`config.mk`:
```
export PLATFORM = sky130hd
export DESIGN_NAME = asc_top
export DESIGN_NICKNAME = d
export VERILOG_FILES = /design/src/asc_pkg.sv /design/src/asc_top.sv /design/src/asc_clkdiv.sv /design/src/asc_window.sv
export SDC_FILE = /design/constraint.sdc
export NUM_CORES = 1
export LEC_CHECK = 0
export ABC_AREA = 1
export BUFFER_PORTS_ARGS = -buffer_cell sky130_fd_sc_hd__buf_2
export CAP_MARGIN = 30
export CORE_UTILIZATION = 58
export DETAILED_ROUTE_END_ITERATION = 7
export PLACE_DENSITY = 0.79
export REMOVE_ABC_BUFFERS = 1
export SLEW_MARGIN = 30
export SYNTH_ARGS = -nofsm -noshare
export SYNTH_HDL_FRONTEND = slang
export SYNTH_SLANG_ARGS = --single-unit
```
`constraint.sdc`:
```
create_clock -name aclk -period 3.6 [get_ports aclk]
set_clock_uncertainty 0.1 [all_clocks]
set_input_delay 0.72 -clock aclk [delete_from_list [all_inputs] [get_ports aclk]]
set_output_delay 0.72 -clock aclk [all_outputs]
set_load 0.02 [all_outputs]
```
`src/asc_pkg.sv`:
```
package asc_pkg;

  // ****************************************
  // register indices (byte address = 4 * index)
  // ****************************************
  localparam logic [5:0] IDX_CTRL_A   = 6'h00;
  localparam logic [5:0] IDX_CTRL_C   = 6'h02;
  localparam logic [5:0] IDX_DLY      = 6'h03;
  localparam logic [5:0] IDX_WIN_MODE = 6'h04;
  localparam logic [5:0] IDX_SAMP_LEN = 6'h05;
  localparam logic [5:0] IDX_CHAN     = 6'h06;
  localparam logic [5:0] IDX_CMD      = 6'h08;
  localparam logic [5:0] IDX_EVT      = 6'h09;
  localparam logic [5:0] IDX_IRQ_EN   = 6'h0A;
  localparam logic [5:0] IDX_IRQ_FLAG = 6'h0B;
  localparam logic [5:0] IDX_RESULT   = 6'h10;
  localparam logic [5:0] IDX_WIN_LO   = 6'h12;
  localparam logic [5:0] IDX_WIN_HI   = 6'h14;

  // ****************************************
  // field positions and reset values
  // ****************************************
  localparam int unsigned BIT_ENABLE   = 0;
  localparam int unsigned BIT_FREERUN  = 1;
  localparam int unsigned BIT_START    = 0;
  localparam int unsigned BIT_EVT_EN   = 0;
  localparam int unsigned FLAG_RESULT  = 0;
  localparam int unsigned FLAG_WINDOW  = 1;
  localparam logic [1:0]  REF_INTERNAL = 2'h0;
  localparam logic [7:0]  RESET_BYTE   = 8'h00;
  localparam logic [1:0]  RESP_OKAY    = 2'h0;
  localparam logic [1:0]  RESP_SLVERR  = 2'h2;

  // ****************************************
  // timing in converter clock cycles, and the ground channel code
  // ****************************************
  localparam logic [8:0] SAMPLE_BASE = 9'h002;
  localparam logic [8:0] CONV_TICKS  = 9'h00B;
  localparam logic [4:0] CHAN_GND    = 5'h1F;

  // ****************************************
  // types
  // ****************************************
  typedef enum logic [2:0] {
    WIN_NONE    = 3'b000,
    WIN_BELOW   = 3'b001,
    WIN_ABOVE   = 3'b010,
    WIN_INSIDE  = 3'b011,
    WIN_OUTSIDE = 3'b100
  } asc_win_mode_t;

  typedef enum logic [2:0] {
    ST_IDLE    = 3'b000,
    ST_INIT    = 3'b001,
    ST_SAMPLE  = 3'b010,
    ST_CONVERT = 3'b011,
    ST_GAP     = 3'b100
  } asc_state_t;

  typedef struct packed {
    logic [2:0] init_code;
    logic       auto_vary;
    logic [3:0] gap;
  } asc_dly_t;

  typedef struct packed {
    logic [1:0] refsel;
    logic [2:0] clock_divider_code;
  } asc_ctrl_c_t;

  // startup delay length per code, reserved codes give none
  function automatic logic [8:0] init_cycles(input logic [2:0] code);
    case (code)
      3'h1:    init_cycles = 9'h010;
      3'h2:    init_cycles = 9'h020;
      3'h3:    init_cycles = 9'h040;
      3'h4:    init_cycles = 9'h080;
      3'h5:    init_cycles = 9'h100;
      default: init_cycles = 9'h000;
    endcase
  endfunction

  // reserved channel codes route to ground
  function automatic logic [4:0] route_chan(input logic [4:0] code);
    case (code)
      5'h00, 5'h01, 5'h02, 5'h03, 5'h06, 5'h07,
      5'h1C, 5'h1D, 5'h1E, 5'h1F: route_chan = code;
      default:                    route_chan = CHAN_GND;
    endcase
  endfunction

endpackage

```
`src/asc_top.sv`:
```
// Contract
// - Converter clock is peripheral clock divided by 2 to 256 per 3-bit code.
// - Startup wait of 0..256 converter cycles before first sample after enable or internal ref.
// - Startup wait also applies on deep-sleep wake for a measurement.
// - With auto variation on, inter-sample wait increments after every sample.
// - Auto-incremented inter-sample wait wraps from 0xF to 0x0.
// - Wait inter-sample wait converter cycles between consecutive samples.
// - Sampling switch stays open during the inter-sample wait.
// - Window flag follows mode: never, below, above, inside, outside.
// - Window compares full 16-bit result against 16-bit thresholds.
// - Sampling lasts two converter cycles plus the 5-bit extension.
// - Five-bit channel code selects pins, DAC, reference, temperature or ground.
// - Channel change during a conversion applies only after it completes.
// - Writing one to start bit begins one measurement or free-running sequence.
// - Start bit reads one while busy and clears itself on completion.
// - Writing zero to start bit during a conversion aborts it.
// - With event start enabled, an incoming event starts a conversion.
// - Enable and flag bits: window at bit 1, result at bit 0.
// - Window flag set at conversion end on match; cleared by one or result read.
// - Result flag set on completion; cleared by writing one or result read.
module asc_top
  import asc_pkg::*;
(
  // clock and reset
  input  wire logic        aclk,
  input  wire logic        aresetn,
  // axi4-lite write address
  input  wire logic        s_awvalid,
  output logic             s_awready,
  input  wire logic [7:0]  s_awaddr,
  // axi4-lite write data
  input  wire logic        s_wvalid,
  output logic             s_wready,
  input  wire logic [31:0] s_wdata,
  input  wire logic [3:0]  s_wstrb,
  // axi4-lite write response
  output logic             s_bvalid,
  input  wire logic        s_bready,
  output logic [1:0]       s_bresp,
  // axi4-lite read address
  input  wire logic        s_arvalid,
  output logic             s_arready,
  input  wire logic [7:0]  s_araddr,
  // axi4-lite read data
  output logic             s_rvalid,
  input  wire logic        s_rready,
  output logic [31:0]      s_rdata,
  output logic [1:0]       s_rresp,
  // system events
  input  wire logic        start_event,
  input  wire logic        wake_measure,
  // analog core
  input  wire logic [9:0]  sample_data,
  output logic             conv_clk,
  output logic             sample_switch,
  output logic [4:0]       chan_sel,
  output logic             irq
);

  // ****************************************
  // registers
  // ****************************************
  logic [1:0]  ctrl_a_q;
  asc_ctrl_c_t ctrl_c_q;
  asc_dly_t    dly_q;
  logic [2:0]  win_mode_q;
  logic [4:0]  samp_ext_q;
  logic [4:0]  chan_code_q;
  logic        evt_en_q;
  logic [1:0]  irq_en_q;
  logic [1:0]  flags_q, flags_d;
  logic [15:0] result_q, win_lo_q, win_hi_q;
  asc_state_t  state_q, state_d;
  logic [8:0]  cnt_q, cnt_d, target;
  logic        init_pend_q;
  logic        aw_full_q, w_full_q, awready_q, wready_q, bvalid_q;
  logic        arready_q, rvalid_q;
  logic [5:0]  wr_idx_q;
  logic [31:0] wdata_q, rdata_q;
  logic [3:0]  wstrb_q;
  logic [1:0]  bresp_q, rresp_q;
  logic        switch_q, irq_q;
  logic [4:0]  chan_sel_q;

  // ****************************************
  // bus handshake
  // ****************************************
  logic aw_take, w_take, ar_take, do_wr, aw_full_d, w_full_d, bvalid_d, rvalid_d;
  logic [5:0]  rd_idx;
  logic        rd_hit, wr_hit;
  logic [31:0] rd_word;

  assign aw_take   = s_awvalid && awready_q;
  assign w_take    = s_wvalid && wready_q;
  assign ar_take   = s_arvalid && arready_q;
  assign do_wr     = aw_full_q && w_full_q && !bvalid_q;
  assign aw_full_d = (aw_full_q || aw_take) && !do_wr;
  assign w_full_d  = (w_full_q || w_take) && !do_wr;
  assign bvalid_d  = do_wr || (bvalid_q && !s_bready);
  assign rvalid_d  = ar_take || (rvalid_q && !s_rready);
  assign rd_idx    = s_araddr[7:2];

  function automatic logic mapped(input logic [5:0] idx);
    mapped = (idx inside {IDX_CTRL_A, IDX_CTRL_C, IDX_DLY, IDX_WIN_MODE, IDX_SAMP_LEN,
                          IDX_CHAN, IDX_CMD, IDX_EVT, IDX_IRQ_EN, IDX_IRQ_FLAG,
                          IDX_RESULT, IDX_WIN_LO, IDX_WIN_HI});
  endfunction

  assign rd_hit = mapped(rd_idx);
  assign wr_hit = mapped(wr_idx_q);

  always_ff @(posedge aclk) begin
    if (!aresetn) begin
      aw_full_q <= 1'b0;
      w_full_q  <= 1'b0;
      awready_q <= 1'b1;
      wready_q  <= 1'b1;
      bvalid_q  <= 1'b0;
      arready_q <= 1'b1;
      rvalid_q  <= 1'b0;
      wr_idx_q  <= 6'h00;
      wdata_q   <= 32'h0000_0000;
      wstrb_q   <= 4'h0;
      bresp_q   <= RESP_OKAY;
      rdata_q   <= 32'h0000_0000;
      rresp_q   <= RESP_OKAY;
    end else begin
      aw_full_q <= aw_full_d;
      w_full_q  <= w_full_d;
      awready_q <= !aw_full_d && !bvalid_d;
      wready_q  <= !w_full_d && !bvalid_d;
      bvalid_q  <= bvalid_d;
      arready_q <= !rvalid_d;
      rvalid_q  <= rvalid_d;
      if (aw_take) begin
        wr_idx_q <= s_awaddr[7:2];
      end
      if (w_take) begin
        wdata_q <= s_wdata;
        wstrb_q <= s_wstrb;
      end
      if (do_wr) begin
        bresp_q <= wr_hit ? RESP_OKAY : RESP_SLVERR;
      end
      if (ar_take) begin
        rdata_q <= rd_word;
        rresp_q <= rd_hit ? RESP_OKAY : RESP_SLVERR;
      end
    end
  end

  // ****************************************
  // register writes
  // ****************************************
  logic wr_lo, wr_hi, wr_cmd, start_req, stop_req, evt_start, res_rd, go, busy;
  logic enable_rise, ref_to_int, flag_clr_res, flag_clr_win;

  assign wr_lo       = do_wr && wstrb_q[0];
  assign wr_hi       = do_wr && wstrb_q[1];
  assign wr_cmd      = wr_lo && (wr_idx_q == IDX_CMD);
  assign start_req   = wr_cmd && wdata_q[BIT_START];
  assign stop_req    = wr_cmd && !wdata_q[BIT_START];
  assign busy        = (state_q != ST_IDLE);
  assign evt_start   = start_event && evt_en_q;
  // start on command, event or wake
  assign go          = (start_req || evt_start || wake_measure) && ctrl_a_q[BIT_ENABLE] && !busy;
  assign res_rd      = ar_take && (rd_idx == IDX_RESULT);
  assign enable_rise = wr_lo && (wr_idx_q == IDX_CTRL_A) && wdata_q[BIT_ENABLE] && !ctrl_a_q[BIT_ENABLE];
  assign ref_to_int  = wr_lo && (wr_idx_q == IDX_CTRL_C) && (wdata_q[5:4] == REF_INTERNAL)
                       && (ctrl_c_q.refsel != REF_INTERNAL);

  // ****************************************
  // sequencer
  // ****************************************
  logic tick, tick_end, conv_done, sample_done, win_match;

  asc_clkdiv u_clkdiv (
    .aclk     (aclk),
    .aresetn  (aresetn),
    .clock_divider_code    (ctrl_c_q.clock_divider_code),
    .tick     (tick),
    .conv_clk (conv_clk)
  );

  always_comb begin
    case (state_q)
      ST_INIT:    target = init_cycles(dly_q.init_code);
      ST_SAMPLE:  target = SAMPLE_BASE + {4'h0, samp_ext_q};
      ST_CONVERT: target = CONV_TICKS;
      ST_GAP:     target = {5'h00, dly_q.gap};
      default:    target = 9'h000;
    endcase
  end

  assign tick_end    = tick && (cnt_q == target - 9'h001);
  assign sample_done = (state_q == ST_SAMPLE) && tick_end;
  assign conv_done   = (state_q == ST_CONVERT) && tick_end;

  always_comb begin
    state_d = state_q;
    case (state_q)
      ST_IDLE: begin
        // wake also runs pending startup wait
        if (go) begin
          state_d = ((init_pend_q || wake_measure) && init_cycles(dly_q.init_code) != 9'h000) ? ST_INIT : ST_SAMPLE;
        end
      end
      ST_INIT: begin
        if (tick_end) begin
          state_d = ST_SAMPLE;
        end
      end
      ST_SAMPLE: begin
        if (tick_end) begin
          state_d = ST_CONVERT;
        end
      end
      ST_CONVERT: begin
        if (tick_end) begin
          state_d = !ctrl_a_q[BIT_FREERUN] ? ST_IDLE : (dly_q.gap != 4'h0) ? ST_GAP : ST_SAMPLE;
        end
      end
      ST_GAP: begin
        if (tick_end) begin
          state_d = ST_SAMPLE;
        end
      end
      default: state_d = ST_IDLE;
    endcase
    if (stop_req || !ctrl_a_q[BIT_ENABLE]) begin
      state_d = ST_IDLE;
    end
  end

  assign cnt_d = (state_d != state_q) ? 9'h000 : tick ? cnt_q + 9'h001 : cnt_q;

  always_ff @(posedge aclk) begin
    if (!aresetn) begin
      state_q     <= ST_IDLE;
      cnt_q       <= 9'h000;
      init_pend_q <= 1'b0;
    end else begin
      state_q     <= state_d;
      cnt_q       <= cnt_d;
      // arm startup wait on enable or internal reference
      init_pend_q <= enable_rise || ref_to_int || ((wake_measure || init_pend_q) && !go);
    end
  end

  // ****************************************
  // window compare and flags
  // ****************************************
  // full 16-bit result compared
  asc_window u_window (
    .value    ({6'h00, sample_data}),
    .low_thr  (win_lo_q),
    .high_thr (win_hi_q),
    .mode     (win_mode_q),
    .match    (win_match)
  );

  assign flag_clr_res = res_rd || (wr_lo && (wr_idx_q == IDX_IRQ_FLAG) && wdata_q[FLAG_RESULT]);
  assign flag_clr_win = res_rd || (wr_lo && (wr_idx_q == IDX_IRQ_FLAG) && wdata_q[FLAG_WINDOW]);

  // result flag, set wins over clear
  assign flags_d[FLAG_RESULT] = conv_done || (flags_q[FLAG_RESULT] && !flag_clr_res);
  assign flags_d[FLAG_WINDOW] = (conv_done && win_match) || (flags_q[FLAG_WINDOW] && !flag_clr_win);

  // ****************************************
  // control registers
  // ****************************************
  always_ff @(posedge aclk) begin
    if (!aresetn) begin
      ctrl_a_q    <= 2'h0;
      ctrl_c_q    <= '0;
      dly_q       <= RESET_BYTE;
      win_mode_q  <= 3'h0;
      samp_ext_q  <= 5'h00;
      chan_code_q <= 5'h00;
      evt_en_q    <= 1'b0;
      irq_en_q    <= 2'h0;
      flags_q     <= 2'h0;
      result_q    <= 16'h0000;
      win_lo_q    <= 16'h0000;
      win_hi_q    <= 16'h0000;
    end else begin
      flags_q <= flags_d;
      if (conv_done) begin
        result_q <= {6'h00, sample_data};
      end
      if (sample_done && dly_q.auto_vary) begin
        dly_q.gap <= dly_q.gap + 4'h1;
      end
      if (wr_lo) begin
        case (wr_idx_q)
          IDX_CTRL_A:   ctrl_a_q    <= wdata_q[1:0];
          IDX_CTRL_C:   ctrl_c_q    <= {wdata_q[5:4], wdata_q[2:0]};
          IDX_DLY:      dly_q       <= wdata_q[7:0];
          IDX_WIN_MODE: win_mode_q  <= wdata_q[2:0];
          IDX_SAMP_LEN: samp_ext_q  <= wdata_q[4:0];
          IDX_CHAN:     chan_code_q <= wdata_q[4:0];
          IDX_EVT:      evt_en_q    <= wdata_q[BIT_EVT_EN];
          // enables at bits 1 and 0
          IDX_IRQ_EN:   irq_en_q    <= wdata_q[1:0];
          IDX_WIN_LO:   win_lo_q[7:0] <= wdata_q[7:0];
          IDX_WIN_HI:   win_hi_q[7:0] <= wdata_q[7:0];
          default:      ;
        endcase
      end
      if (wr_hi && wr_idx_q == IDX_WIN_LO) begin
        win_lo_q[15:8] <= wdata_q[15:8];
      end
      if (wr_hi && wr_idx_q == IDX_WIN_HI) begin
        win_hi_q[15:8] <= wdata_q[15:8];
      end
    end
  end

  // ****************************************
  // read mux
  // ****************************************
  // start bit reads busy
  assign rd_word = (rd_idx == IDX_CTRL_A)   ? {30'h0, ctrl_a_q} :
                   (rd_idx == IDX_CTRL_C)   ? {26'h0, ctrl_c_q.refsel, 1'b0, ctrl_c_q.clock_divider_code} :
                   (rd_idx == IDX_DLY)      ? {24'h0, dly_q} :
                   (rd_idx == IDX_WIN_MODE) ? {29'h0, win_mode_q} :
                   (rd_idx == IDX_SAMP_LEN) ? {27'h0, samp_ext_q} :
                   (rd_idx == IDX_CHAN)     ? {27'h0, chan_code_q} :
                   (rd_idx == IDX_CMD)      ? {31'h0, busy} :
                   (rd_idx == IDX_EVT)      ? {31'h0, evt_en_q} :
                   (rd_idx == IDX_IRQ_EN)   ? {30'h0, irq_en_q} :
                   (rd_idx == IDX_IRQ_FLAG) ? {30'h0, flags_q} :
                   (rd_idx == IDX_RESULT)   ? {16'h0, result_q} :
                   (rd_idx == IDX_WIN_LO)   ? {16'h0, win_lo_q} :
                   (rd_idx == IDX_WIN_HI)   ? {16'h0, win_hi_q} : 32'h0000_0000;

  // ****************************************
  // analog core drive and interrupt
  // ****************************************
  logic [1:0] irq_en_d;

  // enable as written this cycle, so irq tracks flags and enables together
  assign irq_en_d = (wr_lo && (wr_idx_q == IDX_IRQ_EN)) ? wdata_q[1:0] : irq_en_q;

  always_ff @(posedge aclk) begin
    if (!aresetn) begin
      switch_q   <= 1'b0;
      chan_sel_q <= 5'h00;
      irq_q      <= 1'b0;
    end else begin
      switch_q <= (state_d == ST_SAMPLE);
      if (state_d == ST_SAMPLE && state_q != ST_SAMPLE) begin
        chan_sel_q <= route_chan(chan_code_q);
      end
      irq_q <= |(flags_d & irq_en_d);
    end
  end

  assign s_awready     = awready_q;
  assign s_wready      = wready_q;
  assign s_bvalid      = bvalid_q;
  assign s_bresp       = bresp_q;
  assign s_arready     = arready_q;
  assign s_rvalid      = rvalid_q;
  assign s_rdata       = rdata_q;
  assign s_rresp       = rresp_q;
  assign sample_switch = switch_q;
  assign chan_sel      = chan_sel_q;
  assign irq           = irq_q;
endmodule

```
`src/asc_clkdiv.sv`:
```
module asc_clkdiv
  import asc_pkg::*;
(
  // clock and reset
  input  wire logic       aclk,
  input  wire logic       aresetn,
  // control
  input  wire logic [2:0] clock_divider_code,
  // converter clock
  output logic            tick,
  output logic            conv_clk
);

  logic [7:0] cnt_q;
  logic [7:0] mask;
  logic       tick_d;

  // divide by 2 at code 0 up to 256 at code 7
  assign mask   = 8'(9'h002 << clock_divider_code) - 8'h01;
  assign tick_d = &(cnt_q | ~mask);

  always_ff @(posedge aclk) begin
    if (!aresetn) begin
      cnt_q    <= 8'h00;
      tick     <= 1'b0;
      conv_clk <= 1'b0;
    end else begin
      cnt_q    <= tick_d ? 8'h00 : cnt_q + 8'h01;
      tick     <= tick_d;
      conv_clk <= ((cnt_q & mask) > (mask >> 1));
    end
  end

endmodule

```
`src/asc_window.sv`:
```
module asc_window
  import asc_pkg::*;
(
  // operands
  input  wire logic [15:0] value,
  input  wire logic [15:0] low_thr,
  input  wire logic [15:0] high_thr,
  input  wire logic [2:0]  mode,
  // result
  output logic             match
);

  logic below;
  logic above;

  assign below = value < low_thr;
  assign above = value > high_thr;

  always_comb begin
    case (asc_win_mode_t'(mode))
      WIN_BELOW:   match = below;
      WIN_ABOVE:   match = above;
      WIN_INSIDE:  match = (value > low_thr) && (value < high_thr);
      WIN_OUTSIDE: match = below || above;
      default:     match = 1'b0;
    endcase
  end

endmodule

```
==> run_results.csv <==
group,metric,value,unit
power,p_clk_frac,0.455,
global_routing,grt_pass1_vias,7156,
power,power_frac_seq,0.463,
clock_tree,holdBufCountCts,0,
global_routing,grt_pass1_wl,34400,um
power,power.switching,1015,uW
min_path,hp-class,"reg2reg",
timing,period_share,0.8798,
clock_tree,cts_repair_resize_count,0,
yosys,synth_ff_type,"dfxtp_1",
worst_setup_path,cp-start-kind,"flip-flop",
yosys,synthArstFlopShare,0,
yosys,synth.most_common_cell,"nand2_1",
floorplan,die_h,120.9,um
timing,layout_min_cycle_time,3167,ps
floorplan,start_util,0.5932,
global_routing,antenna_found_initial,2,
cells_and_area,syn2layout_area_growth,13.26,%
timing,slew_headroom,0.4381,
timing,hold_viol,0,
worst_setup_path,regToRegEndpoint,"dly_q[2]",
yosys,yosys_warnings,0,
worst_setup_path,critPathRequiredTime,3820,ps
yosys,synth.distinct_cells,52,
clock_tree,clock_latency,430,ps
power,ir_drop,303.3,uV
clock_tree,h-tree-depth,4,
worst_setup_path,end_kind,"flip-flop",
power,leakagePower,0.003977,uW
yosys,synth_edf_count,0,
clock_tree,tritoncts,"built",
clock_tree,clock-sinks,154,
power,p_sw_frac,0.2641,
drt,ant_nets,0,
floorplan,dieArea,0.01462,mm^2
power,p_int,2829,uW
worst_setup_path,cp-endpoint,"dly_q[2]",
cells_and_area,instances_no_fill,1440,
power,p_comb_frac,0.082,
clock_tree,numCtsBuffers,17,
timing,setup_viol,0,
worst_setup_path,r2r_start,"state_q[1]",
worst_setup_path,crit_path_start,"state_q[1]",
floorplan,fp-row-count,43,
yosys,synth_common_cells,"nand2_1 (179), nor2_1 (163), inv_1 (161)",
timing,finalMaxSlewViolations,0,
drt,vias_per_cell,5.496,
flow_run,maxCapViolations,0,
yosys,synth_top_cell_by_area,"dfxtp_1",
drt,drt_iter0_markers,585,
worst_setup_path,worstPathMaxFanout,9,
yosys,synth_area,0.008202,mm^2
placed_design,numPortBuffers,79,
yosys,synthCells,1169,
timing,clock.fmax,315.7,MHz
worst_setup_path,critical_path_arrival,3380,ps
timing,fin_hold_ws,343.9,ps
placed_design,dp_cells,1407,
global_routing,grt-ovfl-total,0,
timing,worst_pin_slew,835.2,ps
clock_tree,postCtsSetupBuffers,0,
clock_tree,clkTransAtPathRegs,60,ps
placed_design,hpwl,15400,um
placed_design,gp_congestion,0.9325,
floorplan,die_w,120.9,um
yosys,synth_top_area_share,0.3759,
drt,routed_wl,21090,um
cells_and_area,nNetsFinal,1349,
floorplan,core,0.01383,mm^2
timing,setup-tns-final,0,ps
drt,wire_per_inst,14.64,um
clock_tree,clock_path_buffers,2,
global_routing,grt_max_degree,81,
drt,drc_errors,0,
worst_setup_path,crit_type,"reg2reg",
power,powerDensity,413.8,mW/mm^2
worst_setup_path,rrSetupSlack,430,ps
yosys,synth-seq-area-share,0.3759,
yosys,synth_area_per_cell,7.016,um^2
timing,grt_setup_unrepaired,"no",
yosys,ys_top_cells_by_area,"dfxtp_1 (38%), nand2_1 (8.2%), nor2_1 (7.5%)",
drt,vias,7914,
yosys,ys_seq_elements,154,
global_routing,grt_use_total,0.2988,
floorplan,ios,120,
clock_tree,cts-root-buf,"clkbuf_16",
worst_setup_path,rr_worst_depth,24,
status,status,"finished clean",
cells_and_area,drive_above_1_share,0.1311,
drt,firstDrtPassIters,5,
-- kinds of logic after synthesis --
| kind of cell | count (synthesis) | synth area share |
|---|---|---|
| flops | 154 | 0.3759 |
| simple gates | 471 | 0.2545 |
| compound gates | 278 | 0.1942 |
| other cells | 1 | 0.0004572 |
| buf+inv | 219 | 0.1111 |
| mux | 1 | 0.001220 |
| fa+ha+maj | 32 | 0.04882 |
| xor+xnor | 13 | 0.01388 |
-- per-layer routing --
metal  routed length, um  track usage  part of all wire
met1                9426       0.3891              0.45
met3                1341      0.05404             0.064
met4                 422       0.1088             0.020
met2                9882       0.4914              0.47
met5                  13      0.01838           0.00062
-- critical path, stage by stage, from the launching register on --
cell	delay (ps)
dfxtp_2	380
nor2_2	250
nand3_1	140
nand2_1	100
inv_1	50
ha_1	290
xnor2_1	120
nor2_1	80
nand2_1	60
nor2_1	100
nand2_1	50
nor2_1	90
nand2_1	90
nor2_2	140
nand2_1	70
nor2_2	100
nand2_2	100
nor2_2	160
nand2_1	160
clkinv_2	90
nand2_1	50
nand2_1	50
nand3_1	60
o211ai_1	110
inv_1	50
-- layout make-up --
type	count	area, um^2
multi-input combinational	813	4280
inverter	169	638.1
antenna	1	2.502
timing repair buffer	91	485.5
tap	180	225.2
sequential	154	3084
fill	1235	4538
clock inverter	13	130.1
clock buffer	19	442.9
-- power groups by stage --
| stage | Combinational (uW) | Sequential (uW) | Clock [uW] |
|---|---|---|---|
| finish | 314 | 1780 | 1750 |
| global route | 350 | 1780 | 1840 |
| CTS | 311 | 1780 | 1760 |
| detailed placement | 309 | 1820 | 0 |
| global placement | 303 | 1820 | 0 |
| floorplan | 181 | 1820 | 0 |
-- worst min-delay path by stage --
stage | cells past startpoint | to | slack (ps) | startpoint
2_1_floorplan | 1 | u_clkdiv.cnt_q[0] | 320 | u_clkdiv.cnt_q[0]
3_3_place_gp | 1 | u_clkdiv.cnt_q[0] | 330 | u_clkdiv.cnt_q[0]
3_5_place_dp | 1 | u_clkdiv.cnt_q[0] | 340 | u_clkdiv.cnt_q[0]
4_1_cts | 1 | u_clkdiv.cnt_q[0] | 350 | u_clkdiv.cnt_q[0]
5_1_grt | 2 | s_rdata[5] | 370 | s_rdata[5]
6_report | 1 | u_clkdiv.cnt_q[0] | 340 | u_clkdiv.cnt_q[0]
-- sequential cells by signal (all words and copies together) (netlist names), 2 cells and up --
signal / count
s_rdata: 16
wdata_q: 16
win_hi_q: 16
win_lo_q: 16
result_q: 10
cnt_q: 9
dly_q: 8
u_clkdiv.cnt_q: 8
wr_idx_q: 6
chan_code_q: 5
chan_sel: 5
ctrl_c_q: 5
samp_ext_q: 5
state_q: 3
win_mode_q: 3
ctrl_a_q: 2
flags_q: 2
irq_en_q: 2
wstrb_q: 2
-- cell usage in the layout, fill, tap and decap left out, types with 17 or more instances in the layout --
cell type,n
buf_2,79
nand4_1,17
nor2_1,163
a21oi_1,102
clkbuf_16,17
nor3_1,24
inv_1,160
a211oi_1,20
ha_1,32
dfxtp_1,153
o21ai_0,98
nand2_1,179
nand3_1,49
conb_1,18
-- metrics by stage --
step | util | worst slack [ps] | total power, uW | cell area (um^2)
finish | 0.6718 | 432.8 | 3844 | 9289
global route | 0.6718 | 15.36 | 3978 | 9289
CTS | 0.6709 | 321.2 | 3853 | 9276
detailed placement | 0.6294 | 339.9 | 2126 | 8703
global placement | 0.6294 | 371.3 | 2119 | 8703
floorplan | - | 713.8 | 2000 | 7993
Power figures use the tool's default switching activity.
